**src/hw/css_params.svh**
```systemverilog
// register offsets, field positions and reset values of the core registers
// assumes the includer maps each index to byte address index*4 on apb
`ifndef CSS_PARAMS_SVH
`define CSS_PARAMS_SVH

// register indices; byte address is four times the index
`define CSS_IDX_STACK_POINTER 8'h81
`define CSS_IDX_DATA_POINTER_LOW 8'h82
`define CSS_IDX_DATA_POINTER_HIGH 8'h83
`define CSS_IDX_STATUS_WORD 8'hD0
`define CSS_IDX_WORK 8'hE0
`define CSS_IDX_AUX 8'hF0

// apb byte address width, word index sits in paddr[9:2]
`define CSS_ADDR_W 10

// reset values
`define CSS_RST_STACK_POINTER 8'h07
`define CSS_RST_DATA_POINTER 8'h00
`define CSS_RST_STATUS_WORD 8'h00
`define CSS_RST_WORK 8'h00
`define CSS_RST_AUX 8'h00

// status word field positions
`define CSS_BIT_CARRY_FLAG 7
`define CSS_BIT_HALF_CARRY_FLAG 6
`define CSS_BIT_USER_FLAG_ZERO 5
`define CSS_BIT_BANK_SELECT_HIGH 4
`define CSS_BIT_BANK_SELECT_LOW 3
`define CSS_BIT_SIGNED_RANGE_FLAG 2
`define CSS_BIT_USER_FLAG_ONE 1
`define CSS_BIT_PARITY 0

`endif

```
**src/hw/css_pkg.sv**
```systemverilog
// types shared by the core register block and its testbench
// assumes nothing beyond a sv-2012 compiler
package css_pkg;
    // operations the cpu datapath hands to the register block
    typedef enum logic [3:0] {
        CSS_OP_LOAD,
        CSS_OP_ADD,
        CSS_OP_ADDC,
        CSS_OP_SUBB,
        CSS_OP_MUL,
        CSS_OP_DIV,
        CSS_OP_SETC,
        CSS_OP_CLRC,
        CSS_OP_CPLC,
        CSS_OP_ANDC,
        CSS_OP_ORC,
        CSS_OP_MOVC
    } css_op_t;
endpackage : css_pkg

```
**src/hw/css_ram_if.sv**
```systemverilog
// port bundle between the register block and its stack memory
// assumes both ends run on the same clock
`timescale 1ns/1ps
interface css_ram_if;
    logic we;
    logic [7:0] addr;
    logic [7:0] wdata;
    logic [7:0] rdata;
    modport ctrl (output we, output addr, output wdata, input rdata);
    modport mem (input we, input addr, input wdata, output rdata);
endinterface : css_ram_if

```
**src/hw/css_stack_ram.sv**
```systemverilog
// 256-byte on-chip stack memory with registered read data
// assumes a single clock; write and read share one address per cycle
`timescale 1ns/1ps
module css_stack_ram (
    input wire logic pclk, // core clock
    input wire logic presetn, // async reset, active low
    css_ram_if.mem ram // access port
);
    logic [7:0] mem_q [256];
    logic [7:0] rdata_ff;

    // array has no reset: contents are undefined after power-up
    always_ff @(posedge pclk) begin
        if (ram.we) begin
            mem_q[ram.addr] <= ram.wdata;
        end
    end

    // read data always from a flop, one cycle after the address
    always_ff @(posedge pclk or negedge presetn) begin
        if (!presetn) begin
            rdata_ff <= 8'h00;
        end else begin
            rdata_ff <= mem_q[ram.addr];
        end
    end

    assign ram.rdata = rdata_ff;
endmodule : css_stack_ram

```
**src/hw/css_core_regs.sv**
```systemverilog
// cpu core registers: stack pointer, status word, work, aux, data pointer
// assumes an apb master on pclk and a datapath issuing ops on pclk
`timescale 1ns/1ps
`include "css_params.svh"
module css_core_regs (
    input wire logic pclk, // core clock, 100 mhz
    input wire logic presetn, // async reset, active low
    input wire logic psel, // apb select
    input wire logic penable, // apb access phase
    input wire logic pwrite, // apb direction, 1 = write
    input wire logic [`CSS_ADDR_W-1:0] paddr, // apb byte address
    input wire logic [31:0] pwdata, // apb write data
    output logic [31:0] prdata, // apb read data
    output logic pready, // apb ready
    output logic pslverr, // apb error on unmapped word
    input wire logic exe_valid, // datapath op strobe
    input wire css_pkg::css_op_t exe_op, // datapath op code
    input wire logic [7:0] exe_operand, // second operand byte
    input wire logic exe_bit, // bit operand for boolean ops
    input wire logic push_valid, // push strobe
    input wire logic [7:0] push_data, // byte to push
    input wire logic pop_valid, // pop strobe
    output logic [7:0] pop_data, // popped byte
    output logic pop_done, // popped byte valid pulse
    output logic [7:0] work_value, // work register
    output logic [7:0] aux_value, // aux register
    output logic [15:0] dptr_value, // data pointer
    output logic [7:0] stack_pointer_value, // stack pointer
    output logic [7:0] status_value, // status word
    output logic [4:0] bank_base // base of active working bank
);
    import css_pkg::*;

    logic [7:0] stack_pointer_ff, nxt_stack_pointer;
    logic [7:0] dptr_lo_ff, nxt_dptr_lo;
    logic [7:0] dptr_hi_ff, nxt_dptr_hi;
    logic [7:0] status_ff, nxt_status;
    logic [7:0] work_ff, nxt_work;
    logic [7:0] aux_ff, nxt_aux;
    logic [31:0] prdata_ff;
    logic pop_done_ff;
    css_ram_if ram_bus ();

    // apb decode on the word index; low address bits are ignored
    wire [7:0] word_idx = paddr[9:2];
    wire apb_setup = psel & ~penable;
    wire apb_access = psel & penable;
    wire hit_stack_pointer = (word_idx == `CSS_IDX_STACK_POINTER);
    wire hit_dptr_lo = (word_idx == `CSS_IDX_DATA_POINTER_LOW);
    wire hit_dptr_hi = (word_idx == `CSS_IDX_DATA_POINTER_HIGH);
    wire hit_status = (word_idx == `CSS_IDX_STATUS_WORD);
    wire hit_work = (word_idx == `CSS_IDX_WORK);
    wire hit_aux = (word_idx == `CSS_IDX_AUX);
    wire mapped = hit_stack_pointer | hit_dptr_lo | hit_dptr_hi | hit_status
        | hit_work | hit_aux;
    wire wr_en = apb_access & pwrite & mapped;
    wire wr_status = wr_en & hit_status;

    // read mux, captured in setup so the access phase needs no wait
    wire [7:0] rd_byte = hit_stack_pointer ? stack_pointer_ff
        : hit_dptr_lo ? dptr_lo_ff
        : hit_dptr_hi ? dptr_hi_ff
        : hit_status ? status_ff
        : hit_work ? work_ff
        : hit_aux ? aux_ff
        : 8'h00;

    assign pready = apb_access;
    assign pslverr = apb_access & ~mapped;
    assign prdata = prdata_ff;

    // current flags
    wire carry = status_ff[`CSS_BIT_CARRY_FLAG];
    wire carry_in = (exe_op == CSS_OP_ADDC) & carry;

    // adder and subtractor with nibble carries
    wire [8:0] add_sum = {1'b0, work_ff} + {1'b0, exe_operand}
        + {8'h00, carry_in};
    wire [4:0] add_nib = {1'b0, work_ff[3:0]} + {1'b0, exe_operand[3:0]}
        + {4'h0, carry_in};
    wire [8:0] sub_diff = {1'b0, work_ff} - {1'b0, exe_operand}
        - {8'h00, carry};
    wire [4:0] sub_nib = {1'b0, work_ff[3:0]} - {1'b0, exe_operand[3:0]}
        - {4'h0, carry};
    wire range_add = (work_ff[7] == exe_operand[7])
        & (add_sum[7] != work_ff[7]);
    wire range_sub = (work_ff[7] != exe_operand[7])
        & (sub_diff[7] != work_ff[7]);

    // multiply and divide against the aux register
    wire [15:0] mul_prod = {8'h00, work_ff} * {8'h00, aux_ff};
    wire div_zero = (aux_ff == 8'h00);
    wire [7:0] div_quot = div_zero ? work_ff : work_ff / aux_ff;
    wire [7:0] div_rem = div_zero ? aux_ff : work_ff % aux_ff;

    // stack port: push wins over a same-cycle pop
    wire do_push = push_valid;
    wire do_pop = pop_valid & ~push_valid;
    wire [7:0] push_addr = stack_pointer_ff + 8'h01;

    assign ram_bus.we = do_push;
    assign ram_bus.addr = do_push ? push_addr : stack_pointer_ff;
    assign ram_bus.wdata = push_data;

    // next state for datapath ops, then software writes on top
    always_comb begin
        nxt_work = work_ff;
        nxt_aux = aux_ff;
        nxt_status = status_ff;
        nxt_dptr_lo = dptr_lo_ff;
        nxt_dptr_hi = dptr_hi_ff;
        nxt_stack_pointer = stack_pointer_ff;
        if (exe_valid) begin
            unique case (exe_op)
                CSS_OP_LOAD: begin
                    nxt_work = exe_operand;
                end
                CSS_OP_ADD, CSS_OP_ADDC: begin
                    nxt_work = add_sum[7:0];
                    nxt_status[`CSS_BIT_CARRY_FLAG] = add_sum[8];
                    nxt_status[`CSS_BIT_HALF_CARRY_FLAG] = add_nib[4];
                    nxt_status[`CSS_BIT_SIGNED_RANGE_FLAG] = range_add;
                end
                CSS_OP_SUBB: begin
                    nxt_work = sub_diff[7:0];
                    nxt_status[`CSS_BIT_CARRY_FLAG] = sub_diff[8];
                    nxt_status[`CSS_BIT_HALF_CARRY_FLAG] = sub_nib[4];
                    nxt_status[`CSS_BIT_SIGNED_RANGE_FLAG] = range_sub;
                end
                CSS_OP_MUL: begin
                    nxt_work = mul_prod[7:0];
                    nxt_aux = mul_prod[15:8];
                    nxt_status[`CSS_BIT_CARRY_FLAG] = 1'b0;
                    nxt_status[`CSS_BIT_HALF_CARRY_FLAG] = 1'b0;
                    nxt_status[`CSS_BIT_SIGNED_RANGE_FLAG] =
                        (mul_prod[15:8] != 8'h00);
                end
                CSS_OP_DIV: begin
                    nxt_work = div_quot;
                    nxt_aux = div_rem;
                    nxt_status[`CSS_BIT_CARRY_FLAG] = 1'b0;
                    nxt_status[`CSS_BIT_HALF_CARRY_FLAG] = 1'b0;
                    nxt_status[`CSS_BIT_SIGNED_RANGE_FLAG] = div_zero;
                end
                CSS_OP_SETC: begin
                    nxt_status[`CSS_BIT_CARRY_FLAG] = 1'b1;
                end
                CSS_OP_CLRC: begin
                    nxt_status[`CSS_BIT_CARRY_FLAG] = 1'b0;
                end
                CSS_OP_CPLC: begin
                    nxt_status[`CSS_BIT_CARRY_FLAG] = ~carry;
                end
                CSS_OP_ANDC: begin
                    nxt_status[`CSS_BIT_CARRY_FLAG] = carry & exe_bit;
                end
                CSS_OP_ORC: begin
                    nxt_status[`CSS_BIT_CARRY_FLAG] = carry | exe_bit;
                end
                CSS_OP_MOVC: begin
                    nxt_status[`CSS_BIT_CARRY_FLAG] = exe_bit;
                end
            endcase
        end
        // pre-increment on push, post-decrement on pop, 8-bit wrap
        if (do_push) begin
            nxt_stack_pointer = push_addr;
        end else if (do_pop) begin
            nxt_stack_pointer = stack_pointer_ff - 8'h01;
        end
        // software writes beat the datapath in the same cycle
        if (wr_en & hit_stack_pointer) begin
            nxt_stack_pointer = pwdata[7:0];
        end
        if (wr_en & hit_dptr_lo) begin
            nxt_dptr_lo = pwdata[7:0];
        end
        if (wr_en & hit_dptr_hi) begin
            nxt_dptr_hi = pwdata[7:0];
        end
        if (wr_en & hit_work) begin
            nxt_work = pwdata[7:0];
        end
        if (wr_en & hit_aux) begin
            nxt_aux = pwdata[7:0];
        end
        if (wr_status) begin
            nxt_status[7:1] = pwdata[7:1];
        end
        // parity follows whatever lands in the work register
        nxt_status[`CSS_BIT_PARITY] = ^nxt_work;
    end

    // register file
    always_ff @(posedge pclk or negedge presetn) begin
        if (!presetn) begin
            stack_pointer_ff <= `CSS_RST_STACK_POINTER;
            dptr_lo_ff <= `CSS_RST_DATA_POINTER;
            dptr_hi_ff <= `CSS_RST_DATA_POINTER;
            status_ff <= `CSS_RST_STATUS_WORD;
            work_ff <= `CSS_RST_WORK;
            aux_ff <= `CSS_RST_AUX;
        end else begin
            stack_pointer_ff <= nxt_stack_pointer;
            dptr_lo_ff <= nxt_dptr_lo;
            dptr_hi_ff <= nxt_dptr_hi;
            status_ff <= nxt_status;
            work_ff <= nxt_work;
            aux_ff <= nxt_aux;
        end
    end

    // read data and pop strobe
    always_ff @(posedge pclk or negedge presetn) begin
        if (!presetn) begin
            prdata_ff <= 32'h00000000;
            pop_done_ff <= 1'b0;
        end else begin
            if (apb_setup & ~pwrite) begin
                prdata_ff <= {24'h000000, rd_byte};
            end
            pop_done_ff <= do_pop;
        end
    end

    css_stack_ram u_stack_ram (
        .pclk(pclk),
        .presetn(presetn),
        .ram(ram_bus.mem)
    );

    // outputs
    assign pop_data = ram_bus.rdata;
    assign pop_done = pop_done_ff;
    assign work_value = work_ff;
    assign aux_value = aux_ff;
    assign dptr_value = {dptr_hi_ff, dptr_lo_ff};
    assign stack_pointer_value = stack_pointer_ff;
    assign status_value = status_ff;
    assign bank_base = {status_ff[`CSS_BIT_BANK_SELECT_HIGH],
        status_ff[`CSS_BIT_BANK_SELECT_LOW], 3'b000};

    wire sw_ptr_wr = wr_en & hit_stack_pointer;
    wire arith_op = exe_valid & ~wr_status & (exe_op == CSS_OP_ADD);
endmodule : css_core_regs

```
**config.mk**
```make
export PLATFORM = sky130hd
export DESIGN_NAME = css_core_regs
export DESIGN_NICKNAME = d
export VERILOG_FILES = /design/src/hw/css_pkg.sv /design/src/hw/css_ram_if.sv /design/src/hw/css_stack_ram.sv /design/src/hw/css_core_regs.sv
export VERILOG_INCLUDE_DIRS = /design/src /design/src/hw
export SDC_FILE = /design/constraint.sdc
export NUM_CORES = 2
export LEC_CHECK = 0
export BUFFER_PORTS_ARGS = -buffer_cell sky130_fd_sc_hd__clkbuf_2
export CAP_MARGIN = 20
export CORE_MARGIN = 1.5
export CORE_UTILIZATION = 40
export DETAILED_ROUTE_END_ITERATION = 8
export MAX_ROUTING_LAYER = met4
export PLACE_DENSITY = 0.59
export SLEW_MARGIN = 20
export SYNTH_ARGS = -nofsm -noshare
export SYNTH_HDL_FRONTEND = slang
export SYNTH_SLANG_ARGS = --single-unit
export TNS_END_PERCENT = 20
```
**constraint.sdc**
```tcl
create_clock -name pclk -period 23.2 [get_ports pclk]
set_input_delay 2.32 -clock pclk [delete_from_list [all_inputs] [get_ports pclk]]
set_output_delay 2.32 -clock pclk [all_outputs]
set_load 0.03 [all_outputs]
```
==> out/results.txt <==
Post-route ant nets: 0
Post-cts gate resize count: 0
Run status: finished clean
Io pins: 167
Initial DRC count: 4855
Vias in the first global route: 43500
Routability cong.: 0.858
Initial antenna violation count: 15
Largest stage delay on the critical path: 690 ps
Number of synthesized flops with an enable pin: 2048
Max-cap violation count: 0
Cell variety after synth: 77
Die width: 471 microns
Setup Skew: 49.0 ps
CP Launch Type: flip-flop
HP Class: flip-flop to flip-flop
Async SR Flop Fraction: 0.0308
Clk buf depth: 3
Setup TNS: 0 ps
Relative slew slack: 0.201
Core ar.: 218000 sq um
Die area: 222000 sq um
Routed WL per cell: 29.2 microns
Post-CTS Setup Bufs: 0
Crit Reg-Reg Startpoint: aux_value[6]
Share of cells above drive strength 1: 0.258
Max-slew violations: 0
DR pass1 iterations: 5
Crit path DAT: 13510 ps
DP HPWL: 128 mm
Yosys reg bits: 2113
Maximum level of the CTS H-tree: 4
Sequential fraction of the synthesis area: 0.720
Final #Nets: 4692
First-pass GRT wire length: 315 mm
Clock Tree Root: clkbuf_16
Routed WL: 219 mm
Via count: 43100
Slew @ Worst Pin: 1200 ps
Yosys warns: 0
TritonCTS clock tree: yes
Total CTS buffers: 202
CP Capture Type: flip-flop
Fin crit share: 0.552
GRT Util Overall: 0.202
Initial Util: 0.403
Endpoints failing setup: 0
Die Y-Extent: 471 microns
Crit path launch: aux_value[6]
Reg area: 63100 sq um
Worst Path Required: 23910 ps
Max Clk Rate: 0.0781 GHz
Area occupied by multi-input gates: 23300 sq um
Post-route minimum period: 12810 ps
Synth Instances: 4335
Worst-skew pair later-pin latency: 860 ps
Critical path type: flip-flop to flip-flop
Num rows: 171
Clock transition at path regs: 60 ps
Via/cell ratio: 5.74
I/O Buffers: 113
Hold buffers post-CTS: 0
Synth Flop Type: edfxtp_1
Worst path slowest cell: or4b_2
Fin. Hold Viols: 0
Hold path start: prdata[7]
CP max FO: 16
Filler Cells Inserted: 18300
RSZ-0062 raised after global routing: false
DR DRC count: 0
Flop2flop setup slack: 10390 ps
Layout area overhead: 12.0%
Area of the mapped netlist: 87700 sq um
Mapped Avg Cell Area: 20.2 sq um
GRT Residual Overflow: 0
CTS Sinks: 2113
Largest net degree at the start of global routing: 160
CP dominant cell by count: ha_1
[state kept, by name (all words and copies together), names as in the netlist]
name / count
pop_done: 1
u_stack_ram.mem_q: 2048
stack_pointer_value: 8
dptr_lo_ff: 8
dptr_hi_ff: 8
aux_value: 8
prdata: 8
work_value: 8
status_value: 8
u_stack_ram.ram.rdata: 8
[cell families after synthesis]
logic type | count (synthesis) | synth area share
and+or+nand+nor | 647 | 0.0328
xor gates and xnor gates | 62 | 0.00635
DFF | 2113 | 0.720
AOI/OAI and AO/OA | 275 | 0.0205
muxes | 730 | 0.179
buffers and inverters | 364 | 0.0176
adders and majority gates | 143 | 0.0239
other | 1 | 0.0000428
[final cells by class]
class | count | area share
Timing Repair Buffer | 185 | 0.0136
Tap cell | 2854 | 0.0363
Clock buffer | 260 | 0.0537
Inverter | 92 | 0.00352
Multi-Input combinational cell | 1884 | 0.237
Clock inverter | 115 | 0.0131
Antenna cell | 9 | 0.000229
Sequential cell | 2113 | 0.643
[critical path, delay by kind of cell, from the launching register on]
kind,cells,cell delay (ps)
buf+inv,1,240
fa+ha+maj,7,2120
simple gates,12,3300
compound gates,22,5200
mux,3,1170
flops,1,620
[metal layers]
layer / track usage / share of wire / up-vias
li1: - / - / 18100
met1: 0.281 / 0.42 / 23100
met2: 0.301 / 0.47 / 1728
met3: 0.0466 / 0.087 / 272
met4: 0.0564 / 0.024 / 0
met5: - / 0 / -
[synth_stat cells, drive strengths merged, types with 4 or more instances]
cell type | instances | area (sq um)
edfxtp | 2048 | 61500
mux4 | 664 | 15000
nor2 | 360 | 1350
clkbuf | 151 | 567
buf | 121 | 633
nand2 | 104 | 390
ha | 102 | 1280
inv | 91 | 342
a21oi | 66 | 334
dfrtp | 62 | 1550
o21ai | 50 | 250
mux2 | 43 | 488
fa | 41 | 821
nand3 | 41 | 205
xnor2 | 39 | 342
o22ai | 32 | 200
nor3 | 31 | 155
mux2i | 23 | 230
xor2 | 22 | 193
or3 | 16 | 100
a21o | 15 | 113
o21a | 15 | 113
nand2b | 14 | 87.6
a211oi | 13 | 110
a31oi | 13 | 81.3
a22oi | 12 | 90.1
and2 | 12 | 75.1
nor2b | 12 | 75.1
and3 | 10 | 62.6
nand4 | 10 | 62.6
nor4 | 7 | 58.8
o211ai | 7 | 52.6
or4 | 7 | 56.3
o21bai | 6 | 45.0
and4 | 5 | 43.8
nor3b | 5 | 37.5
o221ai | 5 | 43.8
a2111oi | 4 | 35.0
[worst paths after layout]
kind,end,cells after the start
worst max-delay path,aux_value[6],45
worst min-delay path,prdata[7],2
worst max register to register,aux_value[6],45
worst min register to register,prdata[7],2
max in group asynchronous,aux_value[5],1
min in group asynchronous,dptr_hi_ff[0],1
[per-stage QoR]
step | hold WS [ps] | area [sq um] | setup WS, ps | util | cells
2_1_floorplan | 639 | 87800 | 12040 | - | 4361
3_3_place_gp | 507 | 91600 | 10860 | 0.421 | 7125
3_5_place_dp | 514 | 91600 | 10530 | 0.421 | 7125
4_1_cts | 528 | 98100 | 10500 | 0.451 | 7500
5_1_grt | 552 | 98200 | 9480 | 0.451 | 7511
6_report | 523 | 98200 | 10390 | 0.451 | 7512
[cell usage in the layout (no fill, tap or decap), drive strengths merged, types with 23 or more instances in the layout]
cell type and count:
mux2i 23, xnor2 39, nor2 360, nand3 41, a21oi 66, conb 27, inv 94, buf 80
clkbuf 365, nor3 31, o22ai 32, nand2 104, o21ai 50, edfxtp 2048, mux2 43, fa 41
mux4 664, ha 102, clkinv 93, dfrtp 62
Power is left out: the tool's default activity adds up to more than one toggle a clock period on the data nets, which glitch-free logic cannot reach.
